$ cat src/hw/afq_consts.svh
// register offsets, field positions, reset values and sizes of the accel queue and trim block
`ifndef AFQ_CONSTS_SVH
`define AFQ_CONSTS_SVH
`define AFQ_ADDR_ZTRIM    8'h3a
`define AFQ_ADDR_SCR0     8'h3b
`define AFQ_ADDR_SCR1     8'h3c
`define AFQ_ADDR_CFG      8'h3e
`define AFQ_ADDR_DATA     8'h3f
`define AFQ_CFG_MODE_HI   7
`define AFQ_CFG_MODE_LO   6
`define AFQ_CFG_SEL_HI    1
`define AFQ_CFG_SEL_LO    0
`define AFQ_RST_BYTE      8'h00
`define AFQ_DEPTH         6'd32
`define AFQ_PTR_W         5
`define AFQ_LVL_W         6
`define AFQ_ING_DEPTH     8
`define AFQ_FRAME_W       48
`define AFQ_ACC_W         12
`define AFQ_LAST_XYZ      3'd5
`define AFQ_LAST_ONE      3'd1
`define AFQ_TRIM_SHIFT    2'd3
`endif

$ cat src/hw/afq_pkg.sv
// types shared by the accel queue and trim block
package afq_pkg;
   typedef enum logic [1:0] {
      AFQ_BYPASS                = 2'b00,
      AFQ_HOLD_FULL             = 2'b01,
      AFQ_CONTINUOUS_OVERWRITE  = 2'b10,
      AFQ_MODE_RSVD             = 2'b11
   } afq_mode_e;
   typedef enum logic [1:0] {
      AFQ_AXIS_XYZ = 2'b00,
      AFQ_AXIS_X   = 2'b01,
      AFQ_AXIS_Y   = 2'b10,
      AFQ_AXIS_Z   = 2'b11
   } afq_axis_e;
   typedef enum logic [1:0] {
      AFQ_COMP_NONE = 2'b00,
      AFQ_COMP_X    = 2'b01,
      AFQ_COMP_Y    = 2'b10,
      AFQ_COMP_Z    = 2'b11
   } afq_comp_e;
endpackage

$ cat src/hw/afq_ingress_fifo.sv
// small valid/ready frame buffer between the sensor datapath and the frame store
`timescale 1ns/1ns
module afq_ingress_fifo #(
   parameter int WIDTH = 48,
   parameter int DEPTH = 8
) (
   input  wire logic             core_clk,
   input  wire logic             rst_n,
   input  wire logic             flush,
   input  wire logic             inValid,
   output logic                  inReady,
   input  wire logic [WIDTH-1:0] inData,
   output logic                  outValid,
   input  wire logic             outReady,
   output logic      [WIDTH-1:0] outData
);
   localparam int PW = $clog2(DEPTH);
   localparam int CW = $clog2(DEPTH + 1);

   logic [WIDTH-1:0] store [DEPTH];
   logic [PW-1:0]    head;
   logic [PW-1:0]    tail;
   logic [CW-1:0]    count;
   logic [CW-1:0]    next_count;
   logic             doIn;
   logic             doOut;

   assign doIn     = inValid && inReady;
   assign doOut    = outValid && outReady;
   assign outValid = count != '0;
   assign outData  = store[head];

   always_comb begin
      next_count = flush ? '0 : count + CW'(doIn) - CW'(doOut);
   end

   always_ff @(posedge core_clk) begin
      if (doIn) begin
         store[tail] <= inData;
      end
   end

   // ready is registered so the sensor side never sees a combinational path from the drain
   always_ff @(posedge core_clk or negedge rst_n) begin
      if (!rst_n) begin
         head    <= '0;
         tail    <= '0;
         count   <= '0;
         inReady <= 1'b0;
      end else begin
         count   <= next_count;
         inReady <= next_count != CW'(DEPTH);
         if (flush) begin
            head <= '0;
            tail <= '0;
         end else begin
            if (doIn) begin
               tail <= PW'(tail + 1'b1);
            end
            if (doOut) begin
               head <= PW'(head + 1'b1);
            end
         end
      end
   end
endmodule

$ cat src/hw/afq_core.sv
// accelerometer z trim, nv-backed scratch bytes and 32-frame acceleration queue
// How it works
// signed 8-bit z trim is added to both filtered and unfiltered z data
// trim counts stay about 7.8 mg each whatever range is selected
// z trim reloads from its nv image after power-on and softreset
// z trim takes host writes and the fast compensation result for z
// two 8-bit scratch bytes, reset to zero, touching no sensor function
// each scratch byte reloads from its nv image after power-up and softreset
// any write to the queue config empties the queue and clears full
// mode 00b keeps one frame, each new frame replacing the last
// mode 01b stores up to 32 frames then refuses more while all 32 are held
// mode 10b keeps storing when full, dropping the oldest frame
// the host never writes the reserved mode 11b
// axis field picks xyz, x only, y only or z only per frame
// data port bytes match result register low/high format with new-data bit
// a burst at the data address keeps the address fixed
// a partly read frame is discarded whole at burst end
// xyz frames read as x low, x high, y low, y high, z low, z high
// single-axis frames read as low then high, frames back to back
// offset clear sets the z trim to zero
// trigger 11b with compensation ready starts a z run; never trigger when busy
// full flag rises at 32 frames and holds until a config write or softreset
// each fully read frame frees a slot; an empty queue reads zero
`timescale 1ns/1ns
`include "afq_consts.svh"
module afq_core (
   input  wire logic                  core_clk,
   input  wire logic                  rst_n,
   input  wire logic                  softReset,
   input  wire logic [7:0]            nvmZTrim,
   input  wire logic [7:0]            nvmScratchZero,
   input  wire logic [7:0]            nvmScratchOne,
   input  wire logic [7:0]            regAddr,
   input  wire logic                  regWrEn,
   input  wire logic [7:0]            regWrData,
   input  wire logic                  regRdEn,
   input  wire logic                  burstEnd,
   output logic      [7:0]            regRdData,
   output logic                       addrHold,
   input  wire logic                  offsetClear,
   input  wire logic [1:0]            compTrigger,
   input  wire logic                  compReady,
   input  wire logic                  compZDone,
   input  wire logic [7:0]            compZValue,
   output logic                       compStartZ,
   input  wire logic [1:0]            accRange,
   input  wire logic [`AFQ_ACC_W-1:0] accZFilt,
   input  wire logic [`AFQ_ACC_W-1:0] accZRaw,
   output logic      [`AFQ_ACC_W-1:0] zFiltTrimmed,
   output logic      [`AFQ_ACC_W-1:0] zRawTrimmed,
   input  wire logic                  sampleValid,
   output logic                       sampleReady,
   input  wire logic [15:0]           sampleX,
   input  wire logic [15:0]           sampleY,
   input  wire logic [15:0]           sampleZ,
   output logic      [7:0]            zTrim,
   output logic      [7:0]            scratchByteZero,
   output logic      [7:0]            scratchByteOne,
   output logic                       queueFull,
   output logic      [`AFQ_LVL_W-1:0] queueLevel
);
   logic [`AFQ_FRAME_W-1:0] frameMem [32];
   logic [`AFQ_PTR_W-1:0]   rdPtr;
   logic [`AFQ_PTR_W-1:0]   wrPtr;
   logic [`AFQ_PTR_W-1:0]   memAddr;
   logic [2:0]              byteIdx;
   logic                    restorePending;
   afq_pkg::afq_mode_e      cfgMode;
   afq_pkg::afq_axis_e      cfgAxis;
   logic                    cfgWrite;
   logic                    clearQ;
   logic                    dataRead;
   logic                    lastByte;
   logic                    frameBusy;
   logic                    popNow;
   logic                    pushReady;
   logic                    ingValid;
   logic [`AFQ_FRAME_W-1:0] ingData;
   logic                    push;
   logic                    memWe;
   logic                    queueAtTop;

   // trim scaled to data lsb: 7.8 mg per count is 8 lsb at the finest range, halving per range step
   function automatic logic [`AFQ_ACC_W-1:0] addTrim(input logic [`AFQ_ACC_W-1:0] data,
                                                     input logic [7:0] trim, input logic [1:0] range);
      logic signed [`AFQ_ACC_W:0] scaled;
      logic signed [`AFQ_ACC_W:0] sum;
      scaled = $signed({{(`AFQ_ACC_W-7){trim[7]}}, trim}) <<< (`AFQ_TRIM_SHIFT - range);
      sum    = $signed({data[`AFQ_ACC_W-1], data}) + scaled;
      if (sum[`AFQ_ACC_W] != sum[`AFQ_ACC_W-1]) begin
         addTrim = sum[`AFQ_ACC_W] ? {1'b1, {(`AFQ_ACC_W-1){1'b0}}} : {1'b0, {(`AFQ_ACC_W-1){1'b1}}};
      end else begin
         addTrim = sum[`AFQ_ACC_W-1:0];
      end
   endfunction

   // bytes carry the result register format untouched, new-data bit included
   function automatic logic [7:0] frameByte(input logic [`AFQ_FRAME_W-1:0] frame,
                                            input afq_pkg::afq_axis_e axis, input logic [2:0] idx);
      logic [15:0] word;
      word = 16'h0000;
      unique case (axis)
         afq_pkg::AFQ_AXIS_XYZ: frameByte = frame[{idx, 3'b000} +: 8];
         default: begin
            word      = frame[15:0];
            frameByte = idx[0] ? word[15:8] : word[7:0];
         end
      endcase
   endfunction

   // single-axis frames keep only the chosen axis, packed into the low word
   function automatic logic [`AFQ_FRAME_W-1:0] packFrame(input afq_pkg::afq_axis_e axis,
                                                        input logic [`AFQ_FRAME_W-1:0] full);
      unique case (axis)
         afq_pkg::AFQ_AXIS_XYZ: packFrame = full;
         afq_pkg::AFQ_AXIS_X:   packFrame = {32'h0000_0000, full[15:0]};
         afq_pkg::AFQ_AXIS_Y:   packFrame = {32'h0000_0000, full[31:16]};
         afq_pkg::AFQ_AXIS_Z:   packFrame = {32'h0000_0000, full[47:32]};
      endcase
   endfunction

   assign cfgWrite   = regWrEn && regAddr == `AFQ_ADDR_CFG;
   assign clearQ     = cfgWrite || softReset;
   assign dataRead   = regRdEn && regAddr == `AFQ_ADDR_DATA && queueLevel != '0;
   assign lastByte   = byteIdx == ((cfgAxis == afq_pkg::AFQ_AXIS_XYZ) ? `AFQ_LAST_XYZ : `AFQ_LAST_ONE);
   assign frameBusy  = byteIdx != 3'd0;
   assign popNow     = (dataRead && lastByte) || (burstEnd && frameBusy);
   // new frames wait in the ingress buffer while a frame is being read, so bytes never mix frames
   assign pushReady  = !frameBusy && !dataRead && !clearQ;
   assign push       = ingValid && pushReady;
   assign queueAtTop = queueLevel == `AFQ_DEPTH;
   assign memAddr    = (cfgMode == afq_pkg::AFQ_BYPASS || cfgMode == afq_pkg::AFQ_MODE_RSVD) ? rdPtr : wrPtr;
   assign memWe      = push && !(cfgMode == afq_pkg::AFQ_HOLD_FULL && queueAtTop);

   afq_ingress_fifo #(
      .WIDTH (`AFQ_FRAME_W),
      .DEPTH (`AFQ_ING_DEPTH)
   ) u_ingress (
      .core_clk (core_clk),
      .rst_n    (rst_n),
      .flush    (clearQ),
      .inValid  (sampleValid),
      .inReady  (sampleReady),
      .inData   ({sampleZ, sampleY, sampleX}),
      .outValid (ingValid),
      .outReady (pushReady),
      .outData  (ingData)
   );

   always_ff @(posedge core_clk or negedge rst_n) begin
      if (!rst_n) begin
         restorePending <= 1'b1;
      end else begin
         restorePending <= 1'b0;
      end
   end

   always_ff @(posedge core_clk or negedge rst_n) begin
      if (!rst_n) begin
         zTrim <= `AFQ_RST_BYTE;
      end else if (restorePending || softReset) begin
         zTrim <= nvmZTrim;
      end else if (offsetClear) begin
         zTrim <= `AFQ_RST_BYTE;
      end else if (compZDone) begin
         zTrim <= compZValue;
      end else if (regWrEn && regAddr == `AFQ_ADDR_ZTRIM) begin
         zTrim <= regWrData;
      end
   end

   always_ff @(posedge core_clk or negedge rst_n) begin
      if (!rst_n) begin
         scratchByteZero <= `AFQ_RST_BYTE;
         scratchByteOne  <= `AFQ_RST_BYTE;
      end else if (restorePending || softReset) begin
         scratchByteZero <= nvmScratchZero;
         scratchByteOne  <= nvmScratchOne;
      end else if (regWrEn) begin
         if (regAddr == `AFQ_ADDR_SCR0) begin
            scratchByteZero <= regWrData;
         end
         if (regAddr == `AFQ_ADDR_SCR1) begin
            scratchByteOne <= regWrData;
         end
      end
   end

   always_ff @(posedge core_clk or negedge rst_n) begin
      if (!rst_n) begin
         cfgMode <= afq_pkg::AFQ_BYPASS;
         cfgAxis <= afq_pkg::AFQ_AXIS_XYZ;
      end else if (softReset) begin
         cfgMode <= afq_pkg::AFQ_BYPASS;
         cfgAxis <= afq_pkg::AFQ_AXIS_XYZ;
      end else if (cfgWrite) begin
         cfgMode <= afq_pkg::afq_mode_e'(regWrData[`AFQ_CFG_MODE_HI:`AFQ_CFG_MODE_LO]);
         cfgAxis <= afq_pkg::afq_axis_e'(regWrData[`AFQ_CFG_SEL_HI:`AFQ_CFG_SEL_LO]);
      end
   end

   always_ff @(posedge core_clk or negedge rst_n) begin
      if (!rst_n) begin
         compStartZ <= 1'b0;
      end else begin
         compStartZ <= compTrigger == afq_pkg::AFQ_COMP_Z && compReady;
      end
   end

   always_ff @(posedge core_clk or negedge rst_n) begin
      if (!rst_n) begin
         zFiltTrimmed <= '0;
         zRawTrimmed  <= '0;
      end else begin
         zFiltTrimmed <= addTrim(accZFilt, zTrim, accRange);
         zRawTrimmed  <= addTrim(accZRaw, zTrim, accRange);
      end
   end

   always_ff @(posedge core_clk) begin
      if (memWe) begin
         frameMem[memAddr] <= packFrame(cfgAxis, ingData);
      end
   end

   // push and pop never meet: push is held off whenever a pop can occur
   always_ff @(posedge core_clk or negedge rst_n) begin
      if (!rst_n) begin
         rdPtr      <= '0;
         wrPtr      <= '0;
         queueLevel <= '0;
      end else if (clearQ) begin
         rdPtr      <= '0;
         wrPtr      <= '0;
         queueLevel <= '0;
      end else if (popNow) begin
         rdPtr      <= `AFQ_PTR_W'(rdPtr + 1'b1);
         queueLevel <= `AFQ_LVL_W'(queueLevel - 1'b1);
      end else if (push) begin
         unique case (cfgMode)
            afq_pkg::AFQ_HOLD_FULL: begin
               if (!queueAtTop) begin
                  wrPtr      <= `AFQ_PTR_W'(wrPtr + 1'b1);
                  queueLevel <= `AFQ_LVL_W'(queueLevel + 1'b1);
               end
            end
            afq_pkg::AFQ_CONTINUOUS_OVERWRITE: begin
               wrPtr <= `AFQ_PTR_W'(wrPtr + 1'b1);
               if (queueAtTop) begin
                  rdPtr <= `AFQ_PTR_W'(rdPtr + 1'b1);
               end else begin
                  queueLevel <= `AFQ_LVL_W'(queueLevel + 1'b1);
               end
            end
            // reserved code is never written by software; it behaves as the one-frame mode
            default: begin
               wrPtr      <= `AFQ_PTR_W'(rdPtr + 1'b1);
               queueLevel <= `AFQ_LVL_W'(1);
            end
         endcase
      end
   end

   always_ff @(posedge core_clk or negedge rst_n) begin
      if (!rst_n) begin
         byteIdx <= 3'd0;
      end else if (clearQ || popNow) begin
         byteIdx <= 3'd0;
      end else if (dataRead) begin
         byteIdx <= byteIdx + 3'd1;
      end
   end

   always_ff @(posedge core_clk or negedge rst_n) begin
      if (!rst_n) begin
         queueFull <= 1'b0;
      end else if (clearQ) begin
         queueFull <= 1'b0;
      end else if (queueAtTop) begin
         queueFull <= 1'b1;
      end
   end

   always_ff @(posedge core_clk or negedge rst_n) begin
      if (!rst_n) begin
         addrHold <= 1'b0;
      end else if (burstEnd) begin
         addrHold <= 1'b0;
      end else if (regRdEn && regAddr == `AFQ_ADDR_DATA) begin
         addrHold <= 1'b1;
      end
   end

   always_ff @(posedge core_clk or negedge rst_n) begin
      if (!rst_n) begin
         regRdData <= `AFQ_RST_BYTE;
      end else if (regRdEn) begin
         case (regAddr)
            `AFQ_ADDR_ZTRIM: regRdData <= zTrim;
            `AFQ_ADDR_SCR0:  regRdData <= scratchByteZero;
            `AFQ_ADDR_SCR1:  regRdData <= scratchByteOne;
            `AFQ_ADDR_CFG:   regRdData <= {cfgMode, 4'h0, cfgAxis};
            `AFQ_ADDR_DATA:  regRdData <= (queueLevel != '0) ? frameByte(frameMem[rdPtr], cfgAxis, byteIdx)
                                                           : `AFQ_RST_BYTE;
            default:         regRdData <= `AFQ_RST_BYTE;
         endcase
      end
   end
endmodule

$ cat config.mk
export PLATFORM = sky130hd
export DESIGN_NAME = afq_core
export DESIGN_NICKNAME = d
export VERILOG_FILES = /design/src/hw/afq_pkg.sv /design/src/hw/afq_ingress_fifo.sv /design/src/hw/afq_core.sv
export VERILOG_INCLUDE_DIRS = /design/src /design/src/hw
export SDC_FILE = /design/constraint.sdc
export NUM_CORES = 2
export LEC_CHECK = 0
export BUFFER_PORTS_ARGS = -buffer_cell sky130_fd_sc_hd__buf_2
export CAP_MARGIN = 10
export CORE_MARGIN = 2
export CORE_UTILIZATION = 40
export CTS_CLUSTER_SIZE = 10
export DETAILED_ROUTE_END_ITERATION = 10
export PLACE_DENSITY = 0.58
export SLEW_MARGIN = 20
export SYNTH_ARGS = -nofsm -noshare
export SYNTH_HDL_FRONTEND = slang
export SYNTH_SLANG_ARGS = --single-unit
$ cat constraint.sdc
create_clock -name core_clk -period 5.3 [get_ports core_clk]
set_input_delay 0.265 -clock core_clk [delete_from_list [all_inputs] [get_ports core_clk]]
set_output_delay 0.265 -clock core_clk [all_outputs]
set_load 0.005 [all_outputs]
======== Word level (Yosys, flattened, before mapping) ========
Memory sizes are Yosys's and may differ from the RTL's.
Cells that the tools add are included.
Widths: inputs -> output; s select.
word-level totals
  register bits ........................... 94
  latch bits .............................. 0
  bits in writable memories ............... 1920
  memory bits (read-only) ................. 0
  bits of input ports ..................... 134
  output and inout bits ................... 66
  word-level logic and storage cells ...... 158
  memories ................................ 2
operators by class
  $add $sub $neg .......................... 12
  multiply operators ...................... 0
  div/mod/pow operators ................... 0
  magnitude comparators ................... 0
  equal/unequal tests ..................... 20
  shift-type cells ........................ 2
  mux-type cells .......................... 56
  bitwise gates (word level) .............. 0
  reduce and logical (&&, ||, !) cells .... 46
memory list
  memory           depth  bits a word  read ports  clocked after Yosys merged registers in  write ports  line                    RTL
  frameMem         32     48           1           0                                        1            afq_core.sv:62          logic [`AFQ_FRAME_W-1:0] frameMem [32];
  u_ingress.store  8      48           1           0                                        1            afq_ingress_fifo.sv:20  logic [WIDTH-1:0] store [DEPTH];
operators by type and width
  kind                 number
  $pmux 48 s4          1
  $mux 8               13
  $mux 5               10
  $mux 12              4
  $mux 48              1
  $shiftx 48x7->8      1
  $eq 8x6->1 const B   5
  $pmux 8 s5           1
  $mux 6               5
  $add 12x13->13       2
  $mux 3               7
  $reduce_bool 2->1    9
  $logic_and 1x1->1    13
  $sshl 8x2->13        1
  $reduce_bool 3->1    4
  $add 5x1->5 const B  2
  $eq 2x2->1 const B   5
  $pmux 5 s2           1
  $add 3x1->3 const B  3
  $mux 1               8
  $mux 2               4
  $ne 4x4->1 const B   2
  $reduce_bool 4->1    2
  $add 6x1->6 const B  1
  18 further kinds     31

======== Longest topological paths before layout ========
  word-level depth ........................ 10
  depth in mapped cells ................... 15
  mapped depth without buffers ............ 14

======== Hierarchy ========
Synthesis repeated with hierarchy kept, for this count alone.
unflattened totals
  cell total of the unflattened synthesis .. 3949
  area total of the unflattened synthesis .. 80104.3 um^2
modules (own cells, without submodules)
  module            instances  cells each  area each (um^2)
  afq_core          1          3320        65039.9
  afq_ingress_fifo  1          629         15064.4

======== Worst setup path after synthesis ========
No wires, ideal clock.
  path type ............................... reg-to-reg
  from .................................... reg byteIdx[0]
  to ...................................... mem frameMem[29][0] in the netlist's numbering, enable pin
  library setup time ...................... 0.454 ns
  data arrival time ....................... 4.412 ns
  data required time ...................... 4.846 ns
  slack ................................... 0.434 ns
  stages on the path, launching flop included .. 11
  buffers on the path ..................... 1
  clock period less this slack ............ 4.866 ns
  cell sequence ........................... dfrtp_1 -> inv_1 -> clkbuf_1 -> ha_1 -> inv_1 -> a311o_1 -> a21oi_1 -> nand3_1 -> nor2_1 -> nand2_1 -> nor2_1
on the way
  cells in the longest elaborated chain, start to end .. 8
RTL lines
  element                         line             RTL
  start, declared                 afq_core.sv:66   logic [2:0] byteIdx;
  start signal, assigned          afq_core.sv:270  byteIdx <= byteIdx + 3'd1;
  $reduce_bool 3->1               afq_core.sv:126  assign frameBusy = byteIdx != 3'd0;
  $logic_not 1->1                 afq_core.sv:129  assign pushReady = !frameBusy && !dataRead && !clearQ;
  $logic_and 1x1->1 (2 in a row)  afq_core.sv:129
  $logic_and 1x1->1               afq_core.sv:130  assign push = ingValid && pushReady;
  $logic_and 1x1->1               afq_core.sv:133  assign memWe = push && !(cfgMode == afq_pkg::AFQ_HOLD_FULL && queueAtTop);
  $mux 1                          afq_core.sv:221  if (memWe) begin
  $mux 1 (not written as such)    afq_core.sv:222  frameMem[memAddr] <= packFrame(cfgAxis, ingData);
  end, declared                   afq_core.sv:62
No other way between the ends.

======== Final worst setup path ========
  from .................................... reg zTrim[2]
  to ...................................... reg zRawTrimmed[10]
on the way
  cells in the longest elaborated chain, start to end .. 4
  elaborated cells on any way between the ends .. 5
  classes of those cells .................. 1 x add/sub; 1 x eq/ne; 1 x shift; 2 x mux
RTL lines
  element                                line                            RTL
  start, declared                        afq_core.sv:56                  output logic [7:0] zTrim,
  start signal, assigned                 afq_core.sv:160                 zTrim <= `AFQ_RST_BYTE;
  start signal, assigned                 afq_core.sv:162                 zTrim <= nvmZTrim;
  start signal, assigned                 afq_core.sv:164                 zTrim <= `AFQ_RST_BYTE;
  $sshl 8x2->13 *                        afq_core.sv:88                  scaled = $signed({{(`AFQ_ACC_W-7){trim[7]}}, trim}) <<< (`AFQ_TRIM_SHIFT - range);
  $add 12x13->13 *                       afq_core.sv:89                  sum = $signed({data[`AFQ_ACC_W-1], data}) + scaled;
  $mux 12 or $ne 1x1->1 (tied branches)  afq_core.sv:91, afq_core.sv:90
  $mux 12 *                              afq_core.sv:90                  if (sum[`AFQ_ACC_W] != sum[`AFQ_ACC_W-1]) begin
  end signal, assigned                   afq_core.sv:216                 zRawTrimmed <= addTrim(accZRaw, zTrim, accRange);
  end, declared                          afq_core.sv:50                  output logic [`AFQ_ACC_W-1:0] zRawTrimmed,
Every way passes the cells marked *; elsewhere a longest branch is shown, timed or not.
A chain may end at the register's enable or synchronous reset.

==> impl_metrics.yaml <==
outcome:
  outcome: "complete, no violations"
placed_design:
  place_congestion: 0.9147
  portBuffers: 199
  hpwl_mm: 126.6
  dp.cells: 6625
yosys:
  synth_top_area_share_pct: 72.84
  yosysSeqAreaShare_pct: 75.81
  ys_top_cells_by_count: "1920 x edfxtp_1, 482 x mux4_2, 149 x nor2_1, 121 x mux2i_1"
  synth_edf_count: 1920
  ys_ff_latch: 2014
  yosysTopAreaCell: "edfxtp_1"
  synth_cell_types: 73
  async_reset_ff_share_pct: 4.667
  synth.avg_cell_area_um2: 20.85
  ys_top_cells_by_area: "edfxtp_1 73%, mux4_2 14%, dfrtp_1 2.9%"
  synth-warning-count: 0
  ys.flop_type: "edfxtp_1"
  synthesis.nets: 3975
  syn_inst: 3797
  synth_most_common_cell: "edfxtp_1"
  synth_area_um2: 79150
route:
  drtAntennaViolNets: 0
  drt_first_pass_iters: 5
  drc: 0
  routed_via_density: 5.772
  vias: 40840
  finalWirelength_mm: 212.1
  drt_iter0_markers: 4494
  wl_per_cell_um: 29.98
sta:
  drv_slew: 0
  fmax_mhz: 246.9
  grt_setup_unrepaired: "no"
  min_period_ps: 4051
  finClkSkew_ps: 65.28
  finalHoldViolations: 0
  tightest_slew_ps: 1143
  finalSetupTns_ps: 0
  period_share_pct: 76.43
  max_slew_margin_pct: 23.50
  setup_viol_count_final: 0
floorplanning:
  start_util_pct: 40.18
  dieArea_um2: 201500
  rows: 163
  die_y_um: 448.8
  ios: 200
  core_um2: 197000
  die-width_um: 448.8
critical_path:
  crit_arrival_ps: 4800
  r2r_end: "zRawTrimmed[10]"
  r2r_cells: 12
  startpoint_type: "register"
  path_class: "reg -> reg"
  crit_chain: "mux2_2 -> nand2_1 -> o21ai_0 -> ha_1 -> a211oi_1 -> o21ai_0 -> a21o_1 -> a21oi_1 -> o21ai_0 -> nor2_1 -> o31ai_1 -> dlygate4sd3_1"
  end_kind: "register"
  path_buf_inv: 1
  slowest_stage: "dlygate4sd3_1"
  worstPathMaxFanout: 9
  crit_required_ps: 6050
  max_stage_delay_ps: 570
  critical-path-top-delay-family: "compound AO/OA/AOI/OAI gates"
  rrSetupSlack_ps: 1250
  crit_path_frequent_cell: "o21ai_0"
  reg2reg_from: "zTrim[2]"
global_routing:
  antenna_found_initial: 11
  grt_max_degree: 76
  grt_pass1_wl_mm: 304.2
  grt_pass1_vias: 41390
  grt.total_usage_pct: 20.93
  grt_overflow_total: 0
finish:
  nets: 4526
  drive_above_1_share_pct: 28.09
  area_growth_syn_to_layout_pct: 16.78
  layoutNonFillerInstCount: 7075
clock_tree:
  cts_buffers: 222
  clock_latency_ps: 870
  cts_tree: "done"
  ctsResizeCount: 0
  htreeDepth: 4
  clock-root-buffer: "clkbuf_16"
  cts_sinks: 2014
  clockBufferDepth: 3
  clkTransAtPathRegs_ps: 60
flow_run:
  cap_violations: 0
hold_path:
  worstHoldPathType: "in -> reg"
  hold_start: "accZRaw[7]"
  worst_hold_path.num_cells: 5
  hold_end: "zRawTrimmed[7]"
power:
  power-per-cell-area_nw_per_um2: 433.7
  p_leak_nw: 29.24
  peakVddDrop_mv: 0.4337
==> cell type report <==
class	count	area (um^2)
repair buffers	519	4151
diodes	6	15.01
multi-input cells	1561	18650
fillers	16360	104600
flip-flops and latches	2014	60030
clock inverters	21	384.1
well taps	2640	3303
clock buffers	284	5788
inverters	30	112.6
==> layer usage <==
metal  vias up  wire length [um]  track usage, %
met5         -                27               0
met4         4              5383           5.729
met3       284             15870           4.248
met2      1603            102600           33.47
met1     22020             88190           29.32
li1      16930                 -               -
==> cells by family (layout without fill, tap and decap cells) <==
family	Yosys count	in the layout	share of synthesized area [%]
flip-flops	2014	2014	75.81
AND/OR/NAND/NOR	444	444	2.588
adder cells (fa/ha/maj)	44	44	0.7240
multiplexers	625	625	15.56
XOR/XNOR	27	27	0.2988
buffers and inverters	222	854	1.347
other	1	7	0.004738
AO/OA/AOI/OAI	420	420	3.669
==> cell usage in the layout, fill, tap and decap left out, types with 19 or more instances in the layout <==
cell	n
ha_1	41
mux2i_1	120
dlygate4sd3_1	135
xnor2_1	20
nor2_1	86
a22o_1	20
a22oi_1	110
a21oi_1	62
clkbuf_16	222
clkbuf_1	62
inv_1	27
nand2_1	110
nor3_1	19
dfrtp_1	86
nor2_4	53
buf_2	198
mux2_2	22
edfxtp_1	1920
buf_4	153
nand3_1	66
mux4_2	482
o21ai_0	64
buf_12	29
o22ai_1	23
==> stage by stage <==
step | instance area (um^2) | hold slack, ps | setup WS (ps) | utilization [%] | power, mW
floorplan | 79150 | -30.59 | 433.6 | - | 23.81
global placement | 84710 | 472.8 | 1099 | 43.00 | 26.56
detailed placement | 84770 | 475.1 | 1301 | 43.03 | 26.72
CTS | 92290 | 0.3488 | 1286 | 46.84 | 40.35
global route | 92430 | 83.72 | 916.8 | 46.92 | 41.48
finish | 92440 | 50.51 | 1249 | 46.92 | 40.10
==> state kept, by name (all words and copies together) (netlist names), 3 cells and up <==
register,cells
frameMem,1536
u_ingress.tail,3
scratchByteZero,8
zTrim,8
u_ingress.head,3
u_ingress.count,4
u_ingress.store,384
queueLevel,6
byteIdx,3
zRawTrimmed,12
regRdData,8
wrPtr,5
scratchByteOne,8
rdPtr,5
zFiltTrimmed,12
==> how the worst max path moves through the flow <==
stage,start,to,slack (ps),cells after the start
detailed placement,queueLevel[0],frameMem[11][36],1300,10
CTS,queueLevel[1],frameMem[9][42],1290,10
finish,zTrim[2],zRawTrimmed[10],1250,12
global placement,rdPtr[1],regRdData[1],1100,7
global route,queueLevel[1],frameMem[15][44],920,10
floorplan,byteIdx[0],frameMem[29][0],430,10
==> worst register-to-register path, delay by kind of cell (launching register included) <==
family	cells	cell delay [ps]
AO/OA/AOI/OAI	7	1560
adder cells (fa/ha/maj)	1	420
buffers and inverters	1	570
flip-flops	1	480
multiplexers	1	320
AND/OR/NAND/NOR	2	590
==> power breakdown <==
group	switching (mW)	internal, mW	total [mW]
combinational	4.23	1.77	6.00
sequential	0.313	20.2	20.5
clock	5.98	7.62	13.6
==> what timing repair did <==
item	in CTS	in global routing
hold endpoints to repair	512	0
hold buffers	135	0
setup buffers	0	0
Power figures use the tool's default switching activity.
